===== src/shared/clock_startup_pkg.sv =====
// Purpose: Constants and types for the clock start-up selector.
// Assumes: Fuse settings are stable while the block runs.
// Notes: Tick counts are in cycles of the oscillator that paces each phase.
`default_nettype none
package clock_startup_pkg;
  localparam logic [3:0] SRC_RC_OSC = 4'h2;
  localparam logic [2:0] SRC_LF_XTAL_HI = 3'h2;
  localparam logic [1:0] TMO_NONE = 2'h0;
  localparam logic [1:0] TMO_FAST_RISE = 2'h1;
  localparam logic [1:0] TMO_SLOW_RISE = 2'h2;
  localparam logic [1:0] TMO_RESERVED = 2'h3;
  // Shipped configuration
  localparam logic [3:0] DEFAULT_SOURCE = SRC_RC_OSC;
  localparam logic [1:0] DEFAULT_TMO = TMO_SLOW_RISE;
  localparam logic DEFAULT_DIV8 = 1'b1;
  localparam int CNT_W = 17;
  localparam logic [CNT_W-1:0] RESET_OSC_TICKS = 17'h0000E;
  localparam logic [CNT_W-1:0] WAKE_LF_SHORT = 17'h00400;
  localparam logic [CNT_W-1:0] WAKE_LF_LONG = 17'h08000;
  localparam logic [CNT_W-1:0] WAKE_RC = 17'h00006;
  localparam int FAST_RISE_NS = 4100000;
  localparam int SLOW_RISE_NS = 65000000;
  localparam int DIV8_W = 3;
  localparam logic [DIV8_W-1:0] DIV8_PHASE = 3'h0;
  localparam logic [7:0] TRIM_RESET = 8'h00;

  typedef struct packed {
    logic [3:0] source;
    logic [1:0] startup_time_field;
    logic div8;
  } clk_cfg_t;

  // Gray codes along reset -> timeout -> run -> sleep -> wake; wake back to run flips two bits
  typedef enum logic [2:0] {
    ST_RST_OSC = 3'h0,
    ST_RST_TMO = 3'h1,
    ST_RUN = 3'h3,
    ST_SLEEP = 3'h2,
    ST_WAKE = 3'h6,
    ST_HALT = 3'h7
  } su_state_t;
endpackage
`default_nettype wire


===== src/clock_startup_select.sv =====
// Purpose: Start-up delay sequencing, clock gating and RC trim loading.
// Assumes: osc_tick pulses once per selected oscillator cycle, wdt_tick once per
//   watchdog oscillator cycle; both are synchronous one-cycle pulses on clk.
// Notes: Reserved start-up code parks the block in a halt state with the clock gated.
// Operation
// - Low-frequency crystal with select bit 0 waits 1K cycles on wake, reset adds 14 plus timeout.
// - Low-frequency crystal with select bit 1 waits 32K cycles on wake, same reset delays.
// - Low-frequency start-up code 00 adds 14, 01 adds 14 plus 4.1 ms, 10 plus 65 ms, 11 reserved.
// - Clock source code 0010 selects the internal RC oscillator as system clock.
// - RC oscillator waits 6 cycles on wake, and 14 plus 0, 4.1 or 65 ms after reset.
// - Every reset copies the factory calibration byte into the RC trim register.
// - Software may rewrite the RC trim register after reset to retune the oscillator.
// - The reset time-out is timed by the watchdog oscillator, not the RC oscillator.
// - Shipped configuration has divide-by-eight programmed, which divides the clock by 8.
// - Shipped configuration selects the RC oscillator with start-up code 10.
`default_nettype none
module clock_startup_select
  import clock_startup_pkg::*;
#(
  parameter int WDT_PERIOD_NS = 7813,
  parameter int FAST_RISE_TICKS = (FAST_RISE_NS + WDT_PERIOD_NS - 1) / WDT_PERIOD_NS,
  parameter int SLOW_RISE_TICKS = (SLOW_RISE_NS + WDT_PERIOD_NS - 1) / WDT_PERIOD_NS
) (
  // Clock and reset
  input wire logic clk,
  input wire logic rstn,
  // Fuse settings
  input wire clk_cfg_t fuse_cfg,
  input wire logic use_factory_default,
  input wire logic [7:0] factory_cal,
  // Oscillator pacing
  input wire logic osc_tick,
  input wire logic wdt_tick,
  // Power management
  input wire logic sleep_req,
  input wire logic wake_req,
  // Software trim access
  input wire logic trim_wr,
  input wire logic [7:0] trim_wdata,
  // Results
  output logic sys_clk_gate,
  output logic [7:0] rc_trim_register,
  output logic rc_osc_selected,
  output logic div8_active,
  output logic config_error,
  output logic startup_busy
);

  su_state_t state_reg, state_next;
  logic [CNT_W-1:0] cnt_reg, cnt_next;
  logic [DIV8_W-1:0] div_reg, div_next;
  logic [7:0] trim_reg, trim_next;
  logic gate_reg, rc_reg, div8_reg, err_reg, busy_reg;

  wire clk_cfg_t cfg = use_factory_default ?
    clk_cfg_t'{source: DEFAULT_SOURCE, startup_time_field: DEFAULT_TMO, div8: DEFAULT_DIV8} :
    fuse_cfg;
  wire logic is_rc = cfg.source == SRC_RC_OSC;
  wire logic is_lf = cfg.source[3:1] == SRC_LF_XTAL_HI;
  wire logic startup_select_bit = cfg.source[0];
  wire logic reserved = cfg.startup_time_field == TMO_RESERVED;

  function automatic logic [CNT_W-1:0] wake_ticks(input logic lf, input logic sel);
    if (lf) begin
      return sel ? WAKE_LF_LONG : WAKE_LF_SHORT;
    end
    return WAKE_RC;
  endfunction

  function automatic logic [CNT_W-1:0] tmo_ticks(input logic [1:0] code);
    return (code == TMO_FAST_RISE) ? CNT_W'(FAST_RISE_TICKS) : CNT_W'(SLOW_RISE_TICKS);
  endfunction

  wire logic [CNT_W-1:0] wake_target = wake_ticks(is_lf, startup_select_bit);
  wire logic [CNT_W-1:0] tmo_target = tmo_ticks(cfg.startup_time_field);
  wire logic osc_last = osc_tick && (cnt_reg == RESET_OSC_TICKS - 1'b1);
  wire logic wake_last = osc_tick && (cnt_reg == wake_target - 1'b1);
  wire logic tmo_last = wdt_tick && (cnt_reg == tmo_target - 1'b1);
  wire logic cnt_inc_osc = osc_tick && !osc_last;

  always_comb begin
    state_next = state_reg;
    cnt_next = cnt_reg;
    unique case (state_reg)
      ST_RST_OSC: begin
        if (reserved) begin
          state_next = ST_HALT;
        end else if (osc_last) begin
          cnt_next = '0;
          state_next = (cfg.startup_time_field == TMO_NONE) ? ST_RUN : ST_RST_TMO;
        end else if (cnt_inc_osc) begin
          cnt_next = cnt_reg + 1'b1;
        end
      end
      ST_RST_TMO: begin
        if (tmo_last) begin
          cnt_next = '0;
          state_next = ST_RUN;
        end else if (wdt_tick) begin
          cnt_next = cnt_reg + 1'b1;
        end
      end
      ST_RUN: begin
        if (sleep_req) begin
          state_next = ST_SLEEP;
        end
      end
      ST_SLEEP: begin
        if (wake_req) begin
          cnt_next = '0;
          state_next = ST_WAKE;
        end
      end
      ST_WAKE: begin
        if (wake_last) begin
          cnt_next = '0;
          state_next = ST_RUN;
        end else if (osc_tick) begin
          cnt_next = cnt_reg + 1'b1;
        end
      end
      ST_HALT: begin
        state_next = ST_HALT;
      end
      default: begin
        state_next = ST_HALT;
      end
    endcase
  end

  assign div_next = (state_next == ST_RUN) ? div_reg + 1'b1 : DIV8_PHASE;
  wire logic gate_next = (state_next == ST_RUN) && (!cfg.div8 || div_next == DIV8_PHASE);

  always_comb begin
    trim_next = trim_reg;
    if (state_reg == ST_RST_OSC || state_reg == ST_RST_TMO || state_reg == ST_HALT) begin
      trim_next = factory_cal;
    end else if (trim_wr) begin
      trim_next = trim_wdata;
    end
  end

  always_ff @(posedge clk or negedge rstn) begin
    if (!rstn) begin
      state_reg <= ST_RST_OSC;
      cnt_reg <= '0;
      div_reg <= DIV8_PHASE;
      trim_reg <= TRIM_RESET;
    end else begin
      state_reg <= state_next;
      cnt_reg <= cnt_next;
      div_reg <= div_next;
      trim_reg <= trim_next;
    end
  end

  always_ff @(posedge clk or negedge rstn) begin
    if (!rstn) begin
      gate_reg <= 1'b0;
      rc_reg <= 1'b0;
      div8_reg <= 1'b0;
      err_reg <= 1'b0;
      busy_reg <= 1'b1;
    end else begin
      gate_reg <= gate_next;
      rc_reg <= is_rc;
      div8_reg <= cfg.div8;
      err_reg <= (state_next == ST_HALT);
      busy_reg <= (state_next != ST_RUN) && (state_next != ST_SLEEP);
    end
  end

  assign sys_clk_gate = gate_reg;
  assign rc_trim_register = trim_reg;
  assign rc_osc_selected = rc_reg;
  assign div8_active = div8_reg;
  assign config_error = err_reg;
  assign startup_busy = busy_reg;

  property p_reserved_halts;
    @(posedge clk) disable iff (!rstn)
      (state_reg == ST_RST_OSC && reserved) |=> state_reg == ST_HALT ##1 config_error;
  endproperty
  a_reserved_halts: assert property (p_reserved_halts)
    else $error("reserved start-up code did not halt");

  property p_gate_only_run;
    @(posedge clk) disable iff (!rstn)
      sys_clk_gate |-> state_reg == ST_RUN;
  endproperty
  a_gate_only_run: assert property (p_gate_only_run)
    else $error("clock enabled outside run");

  property p_trim_load;
    @(posedge clk) disable iff (!rstn)
      (state_reg == ST_RST_OSC) |=> rc_trim_register == $past(factory_cal);
  endproperty
  a_trim_load: assert property (p_trim_load)
    else $error("calibration not loaded during reset");

  property p_trim_write;
    @(posedge clk) disable iff (!rstn)
      (state_reg == ST_RUN && trim_wr) |=> rc_trim_register == $past(trim_wdata);
  endproperty
  a_trim_write: assert property (p_trim_write)
    else $error("software trim write lost");

  property p_wake_done;
    @(posedge clk) disable iff (!rstn)
      (state_reg == ST_WAKE && $rose(state_next == ST_RUN)) |->
        osc_tick && cnt_reg == wake_target - 1'b1;
  endproperty
  a_wake_done: assert property (p_wake_done)
    else $error("wake delay ended at wrong count");

  property p_rc_wake_six;
    @(posedge clk) disable iff (!rstn)
      (state_reg == ST_WAKE && is_rc && osc_tick && cnt_reg == WAKE_RC - 1'b1)
        |=> state_reg == ST_RUN;
  endproperty
  a_rc_wake_six: assert property (p_rc_wake_six)
    else $error("RC wake did not end after 6 cycles");

  property p_no_timeout;
    @(posedge clk) disable iff (!rstn)
      (state_reg == ST_RST_OSC && osc_last && cfg.startup_time_field == TMO_NONE && !reserved)
        |=> state_reg == ST_RUN ##1 (sys_clk_gate || cfg.div8);
  endproperty
  a_no_timeout: assert property (p_no_timeout)
    else $error("code 00 did not run after 14 cycles");

  property p_tmo_wdt;
    @(posedge clk) disable iff (!rstn)
      (state_reg == ST_RST_TMO && state_next == ST_RUN) |-> wdt_tick && tmo_last;
  endproperty
  a_tmo_wdt: assert property (p_tmo_wdt)
    else $error("reset timeout not paced by watchdog");

  property p_div8_spacing;
    @(posedge clk) disable iff (!rstn)
      (sys_clk_gate && div8_active && $stable(cfg.div8) && cfg.div8) |=> !sys_clk_gate [*7];
  endproperty
  a_div8_spacing: assert property (p_div8_spacing)
    else $error("divided clock enable too frequent");

  property p_default_cfg;
    @(posedge clk) disable iff (!rstn)
      use_factory_default |-> (is_rc && cfg.startup_time_field == TMO_SLOW_RISE && cfg.div8)
        ##1 (rc_osc_selected && div8_active && !config_error);
  endproperty
  a_default_cfg: assert property (p_default_cfg)
    else $error("factory default configuration wrong");

endmodule
`default_nettype wire


===== config.mk =====
export PLATFORM = sky130hd
export DESIGN_NAME = clock_startup_select
export DESIGN_NICKNAME = d
export VERILOG_FILES = /design/src/shared/clock_startup_pkg.sv /design/src/clock_startup_select.sv
export SDC_FILE = /design/constraint.sdc
export NUM_CORES = 1
export LEC_CHECK = 0
export BUFFER_PORTS_ARGS = -buffer_cell sky130_fd_sc_hd__buf_2
export CAP_MARGIN = 15
export CORE_MARGIN = 2
export CORE_UTILIZATION = 50
export DETAILED_ROUTE_END_ITERATION = 12
export GPL_ROUTABILITY_DRIVEN = 0
export PLACE_DENSITY = 0.7
export SLEW_MARGIN = 10
export SYNTH_ARGS = -nofsm -noshare
export SYNTH_HDL_FRONTEND = slang
export SYNTH_SLANG_ARGS = --single-unit
export TNS_END_PERCENT = 30

===== constraint.sdc =====
create_clock -name clk -period 8 [get_ports clk]
set_input_delay 1.2 -clock clk [delete_from_list [all_inputs] [get_ports clk]]
set_output_delay 1.2 -clock clk [all_outputs]
set_load 0.02 [all_outputs]

==> impl_metrics.tcl, run 1 <==
set metrics [dict create \
    clk_latency_ns 0.29 \
    power.density_nw_per_um2 267 \
    drc 0 \
    synth.lib_cells_used.distinct 54 \
    slew_limit_headroom 0.381 \
    grt_setup_unrepaired "no" \
    number_of_global_route_vias_before_repair 1774 \
    pin_count 44 \
    clock_sinks 36 \
    numCtsBuffers 5 \
    cell_count_after_synthesis 238 \
    worst_slack_ns 4.39 \
    cts_root_buf "clkbuf_8" \
    hold_path.class "flop to flop" \
    max-cap-violations 0 \
    synthFlopType "dfrtp_1" \
    synthArstFlopShare 1.00 \
    ant_nets 0 \
    maximum_clock_path_buffer_count 2 \
    min_path_cells 1 \
    worstSetupPathType "input pin to flop" \
    vias 1991 \
    cts_hold_buf 0 \
    antenna_cells_inserted 0 \
    vdd_ir_drop_max_v 0.000133 \
    nets 310 \
    grt_pass1_wl_um 8620 \
    core_um2 4090 \
    final_core_utilization 0.610 \
    critical_path_required_ns 8.17 \
    yosys_warnings 0 \
    slew_viol_final 0 \
    placed_cells_incl_taps 319 \
    fmaxAchievable_mhz 277 \
    rr_startpoint "cnt_reg[7]" \
    worst_r2r_path_depth 6 \
    cts_repair_resize_count 0 \
    drtIter0Drc 143 \
    yosysSeqAreaShare 0.417 \
    setup_viol 0 \
    row_count 23 \
    maximum_fanout_along_the_worst_path 19 \
    grt_util_all_layers 0.219 \
    final.hold.worst_slack_ns 0.459 \
    period_share 0.451 \
    antenna_found_initial 0 \
    final_global_route_overflow_total 0 \
    period_needed_ns 3.61 \
    crit_start "use_factory_default" \
    io_buffer_count 43 \
    setup_tns_ns 0 \
    p_leak_nw 1.07 \
    detail_route.wl_per_cell_um 15.5 \
    layout.cells.non_filler 327 \
    worst-endpoint-arrival_ns 3.78 \
    drive_gt1_frac 0.217 \
    cts.htree.levels 2 \
    drt-pass1-iter-count 4 \
    fp.dieArea_um2 4860 \
    setup.worst_path.start_class "input pin" \
    worst_case_clock_skew_ns 0.00682 \
    finish.instance_area_um2 2490 \
    worst_setup_hold_path_clk_slew_ns 0.07 \
    power.total_mw 0.666 \
    grt_max_degree 37 \
    mappedNetlistArea_um2 2160 \
    dieHeight_um 69.7 \
    edff_count_synth 0 \
    placement.cell_area_um2 2400 \
    worstSetupEndpointType "flop" \
    report.final.hold_viol_count 0 \
    run_status "completed" \
    timing_worst_slew_pin_value_ns 0.928 \
    ys_ff_latch 36 \
    largest_register_ff_count 17 \
    synthToLayoutAreaGrowth_pct 15.3 \
    dieWidth_um 69.7 \
    cts_tree "yes" \
    initial_standard_cell_utilization_of_the_core 0.529 \
    detailed_place_hpwl_um 3550 \
    post_drt_via_cell_ratio 6.09 \
    post_synth.cell_area_avg_um2 9.08 \
    synth.net_count 272 \
    dpl_worst_slack_ns 4.10 \
    postCtsSetupRepairBufs 0 \
    routed_wirelength_um 5080 \
    worst_hold_startpoint "div_reg[0]" \
]
-- layout make-up --
type | instances | area (µm²)
fill | 381 | 1590
clock buffer | 8 | 90.1
inverter | 10 | 37.5
timing repair buffer | 44 | 223
multi-input combinational | 179 | 1180
tap | 50 | 62.6
sequential | 36 | 902
-- final timing paths --
path | end | slack, ns
setup / recovery | cnt_reg[3] | 4.39
hold / removal | div_reg[0] | 0.46
setup reg to reg | cnt_reg[3] | 4.77
hold reg to reg | div_reg[0] | 0.46
max in group asynchronous | cnt_reg[0] | 6.51
min in group asynchronous | rc_osc_selected | 0.99
-- cell usage in the layout (no fill, tap or decap), types with 2 or more instances in the layout --
master | synthesis | final
nand2_1 | 29 | 29
nor2b_1 | 2 | 2
nand2b_1 | 2 | 2
or3_1 | 4 | 4
and4_1 | 2 | 2
or4_1 | 7 | 7
o21ai_1 | 2 | 2
dfrtp_1 | 35 | 35
mux2i_1 | 8 | 8
nand4_1 | 3 | 3
nand4b_1 | 2 | 2
a21boi_0 | 2 | 2
nor4_2 | 2 | 2
a21oi_1 | 7 | 7
nor2_1 | 15 | 15
or4bb_1 | 2 | 2
nand3_1 | 10 | 10
ha_1 | 3 | 3
a21o_1 | 3 | 3
clkbuf_8 | 0 | 6
or2_2 | 2 | 2
nor4_1 | 7 | 7
clkbuf_1 | 10 | 2
a221o_1 | 10 | 10
o21ai_0 | 14 | 14
buf_2 | 1 | 43
inv_1 | 10 | 10
nor3_1 | 12 | 12
nor4b_1 | 4 | 4
nor3b_1 | 2 | 2
-- critical path, stage by stage --
cell,delay (ns)
buf_2,0.15
nor4b_1,0.45
and4bb_2,0.31
o211ai_1,0.15
a311oi_4,0.88
nor2_2,0.26
a221o_1,0.37
-- metal layers --
layer  GRT usage  up-vias  wire, µm
met5           0        -         0
met1       0.315      948      2490
met4      0.0577        0        54
li1            -      977         -
met2       0.331       60      2280
met3      0.0509        6       254
-- synthesized netlist by cell type (2+ instances only) --
cell / count / area share
o31ai_1: 2 / 0.0069
nand2b_1: 2 / 0.0058
a21boi_0: 2 / 0.0069
nor4_1: 7 / 0.020
or3_1: 4 / 0.012
a21o_1: 3 / 0.010
clkbuf_1: 10 / 0.017
dfrtp_1: 35 / 0.41
nand4_1: 3 / 0.0087
nor4_2: 2 / 0.012
nand3_1: 10 / 0.023
nand4b_1: 2 / 0.0081
o21ai_1: 2 / 0.0046
mux2i_1: 8 / 0.037
or4bb_1: 2 / 0.010
inv_1: 10 / 0.017
nor3b_1: 2 / 0.0069
o21ai_0: 14 / 0.032
and4_1: 2 / 0.0081
nor2b_1: 2 / 0.0058
nor2_1: 15 / 0.026
a221o_1: 10 / 0.046
a21oi_1: 7 / 0.016
or2_2: 2 / 0.0058
nand2_1: 29 / 0.050
nor4b_1: 4 / 0.016
or4_1: 7 / 0.024
ha_1: 3 / 0.017
nor3_1: 12 / 0.028
-- logic make-up (layout without fill, tap and decap cells) --
| group | Yosys count | count (layout) | share of synthesized area |
|---|---|---|---|
| multiplexers | 8 | 8 | 0.0371 |
| buffers and inverters | 23 | 62 | 0.0440 |
| AND/OR/NAND/NOR | 115 | 115 | 0.302 |
| AO/OA/AOI/OAI | 52 | 52 | 0.178 |
| XOR/XNOR | 1 | 1 | 0.00405 |
| flip-flops | 36 | 36 | 0.417 |
| adder cells (fa/ha/maj) | 3 | 3 | 0.0174 |
-- report_power, final --
group	switching, mW	internal, mW	total, mW
clock	0.0636	0.0703	0.134
combinational	0.127	0.0985	0.225
sequential	0.0793	0.228	0.308
(Power assumes the default switching activity.)
==> inputs of run 2 (changes only) <==
ABC_AREA = 1   (was not set)
PLACE_DENSITY = 0.69   (was 0.7)
clock period = 3.4 ns   (was 8 ns; I/O delays follow)
==> run 2 against run 1 <==
Clock power rose to 3.1 times the previous value. Cell count rose by 16%. Worst setup slack got worse by 2.8 ns. First-iteration DRC count fell by 52%. Non-clock buffer count fell by 1. Critical path depth rose by 6. Synthesized cell count rose by 18%. Critical endpoint is now sys_clk_gate.
==> impl_metrics.tcl, run 2 <==
set metrics [dict create \
    period_share 0.529 \
    largest_register_ff_count 17 \
    post_synth.cell_area_avg_um2 8.27 \
    cts_hold_buf 0 \
    grt_max_degree 37 \
    report.final.hold_viol_count 0 \
    dieWidth_um 72.2 \
    worst_case_clock_skew_ns 0.00541 \
    synthArstFlopShare 1.00 \
    slew_viol_final 0 \
    setup.worst_path.start_class "flop" \
    synth_top_cells_by_area "dfrtp_1 38%, inv_1 6.5%, nor2_1 6.5%" \
    fmaxAchievable_mhz 556 \
    maximum_fanout_along_the_worst_path 6 \
    layout.cells.non_filler 379 \
    grt_util_all_layers 0.200 \
    ys_top_cells_by_count "40 x inv_1, 40 x nor2_1, 38 x nand2_1" \
    layout.filler_cells 388 \
    detail_route.wl_per_cell_um 13.2 \
    clock_sinks 36 \
    synth.net_count 315 \
    final_global_route_overflow_total 0 \
    setup_viol 0 \
    antenna_cells_inserted 0 \
    yosysTopAreaCell "dfrtp_1" \
    drc 0 \
    cts_repair_resize_count 0 \
    period_needed_ns 1.80 \
    io_buffer_count 43 \
    max-cap-violations 0 \
    cell_count_after_synthesis 281 \
    synthFlopType "dfrtp_1" \
    placed_cells_incl_taps 371 \
    p_leak_nw 1.27 \
    cts_root_buf "clkbuf_8" \
    vdd_ir_drop_max_v 0.000450 \
    clk_latency_ns 0.29 \
    grt_setup_unrepaired "no" \
    grt_pass1_wl_um 8210 \
    grt_util_met3 0.0472 \
    fp.dieArea_um2 5210 \
    worst-endpoint-arrival_ns 1.98 \
    multi_input_comb_area_um2 1180 \
    met1_usage 0.260 \
    maximum_clock_path_buffer_count 2 \
    most_common_cell_after_layout_fill_and_taps_aside "buf_2" \
    pin_count 44 \
    vias 1986 \
    cts_tree "yes" \
    yosysSeqAreaShare 0.388 \
    worstSetupEndpointType "flop" \
    row_count 24 \
    setup_tns_ns 0 \
    antenna_found_initial 0 \
    number_of_global_route_vias_before_repair 1843 \
    final_cell_mix "43 x buf_2, 40 x nor2_1, 40 x inv_1" \
    synthDominantCellAreaShare 0.377 \
    cts.htree.levels 2 \
    drtIter0Drc 69 \
    dieHeight_um 72.2 \
    run_status "completed" \
    yosys_warnings 0 \
    timing_worst_slew_pin_value_ns 0.824 \
    placement.cell_area_um2 2550 \
    ant_nets 0 \
    detailed_place_hpwl_um 3700 \
    critical_path_required_ns 3.58 \
    grt_util_met2 0.335 \
    power.density_nw_per_um2 606 \
    routed_wirelength_um 5000 \
    nets 360 \
    numCtsBuffers 5 \
    postCtsSetupRepairBufs 0 \
    edff_count_synth 0 \
    hold_path.class "input pin to asynchronous set/reset pin" \
    worst_setup_hold_path_clk_slew_ns 0.08 \
    drt-pass1-iter-count 4 \
    initial_standard_cell_utilization_of_the_core 0.527 \
    mappedNetlistArea_um2 2320 \
    finish.instance_area_um2 2680 \
    drive_gt1_frac 0.306 \
    slew_limit_headroom 0.451 \
    ys_ff_latch 36 \
    core_um2 4410 \
    synth.lib_cells_used.distinct 38 \
    post_drt_via_cell_ratio 5.24 \
    grt_busiest_layer "met2" \
    synthToLayoutAreaGrowth_pct 15.2 \
    worstSetupPathType "flop to flop" \
    seq_area_um2 902 \
]
run 2: area by class of cell:
class,instances,share of cell area
Multi-Input combinational cell,191,0.442
Sequential cell,36,0.337
Timing Repair Buffer,43,0.0803
Inverter,49,0.0696
Clock buffer,7,0.0360
Tap cell,52,0.0243
Clock inverter,1,0.0112
run 2: cell families (layout without fill, tap and decap cells):
| logic type | Yosys count | after routing | share of synthesized area |
|---|---|---|---|
| DFF | 36 | 36 | 0.388 |
| adders and majority gates | 3 | 3 | 0.0161 |
| xor gates and xnor gates | 14 | 14 | 0.0527 |
| and+or+nand+nor | 129 | 129 | 0.287 |
| AOI/OAI and AO/OA | 45 | 45 | 0.153 |
| buffers and inverters | 54 | 100 | 0.103 |
run 2: final timing paths:
kind | start | to | slack [ns] | cells past startpoint
max | cnt_reg[1] | sys_clk_gate | 1.60 | 13
min | rstn | cnt_reg[4] | 0.31 | 1
max reg2reg | cnt_reg[1] | sys_clk_gate | 1.60 | 13
min reg2reg | div_reg[0] | div_reg[0] | 0.47 | 1
max in group asynchronous | rstn | cnt_reg[15] | 2.56 | 1
min in group clk | fuse_cfg[3] | rc_osc_selected | 0.42 | 2
run 2: metal layers:
metal  part of all wire  wire length [µm]  vias up
li1                   -                 -      994
met1               0.46              2320      934
met2               0.48              2400       48
met3              0.045               226       10
met4              0.012                60        0
met5                  0                 0        -
run 2: metrics by stage:
stage | utilization | hold WS [ns] | setup WS (ns) | power (mW)
3_5_place_dp | 0.578 | 0.461 | 1.58 | 1.22
3_3_place_gp | 0.578 | 0.452 | 1.56 | 1.21
4_1_cts | 0.607 | 0.338 | 1.60 | 1.64
6_report | 0.607 | 0.309 | 1.60 | 1.62
5_1_grt | 0.607 | 0.384 | 1.44 | 1.72
2_1_floorplan | - | 0.214 | 1.80 | 1.12
run 2: critical path, stage by stage, from the launching register on:
cell and delay [ns]:
dfrtp_1 0.44, inv_1 0.13, ha_1 0.15, nand2_1 0.05, nor2_1 0.10, nand2_1 0.09, nor2_4 0.15, nand2_1 0.07
nand2_1 0.07, nand2_2 0.08, nor2_4 0.12, nand3_1 0.10, nand2_1 0.09, a21oi_2 0.05
run 2: power breakdown:
part	switching [mW]	total [mW]	internal [mW]
combinational	0.426	0.646	0.220
clock	0.156	0.414	0.259
sequential	0.0610	0.563	0.502
total	0.643	1.62	0.982
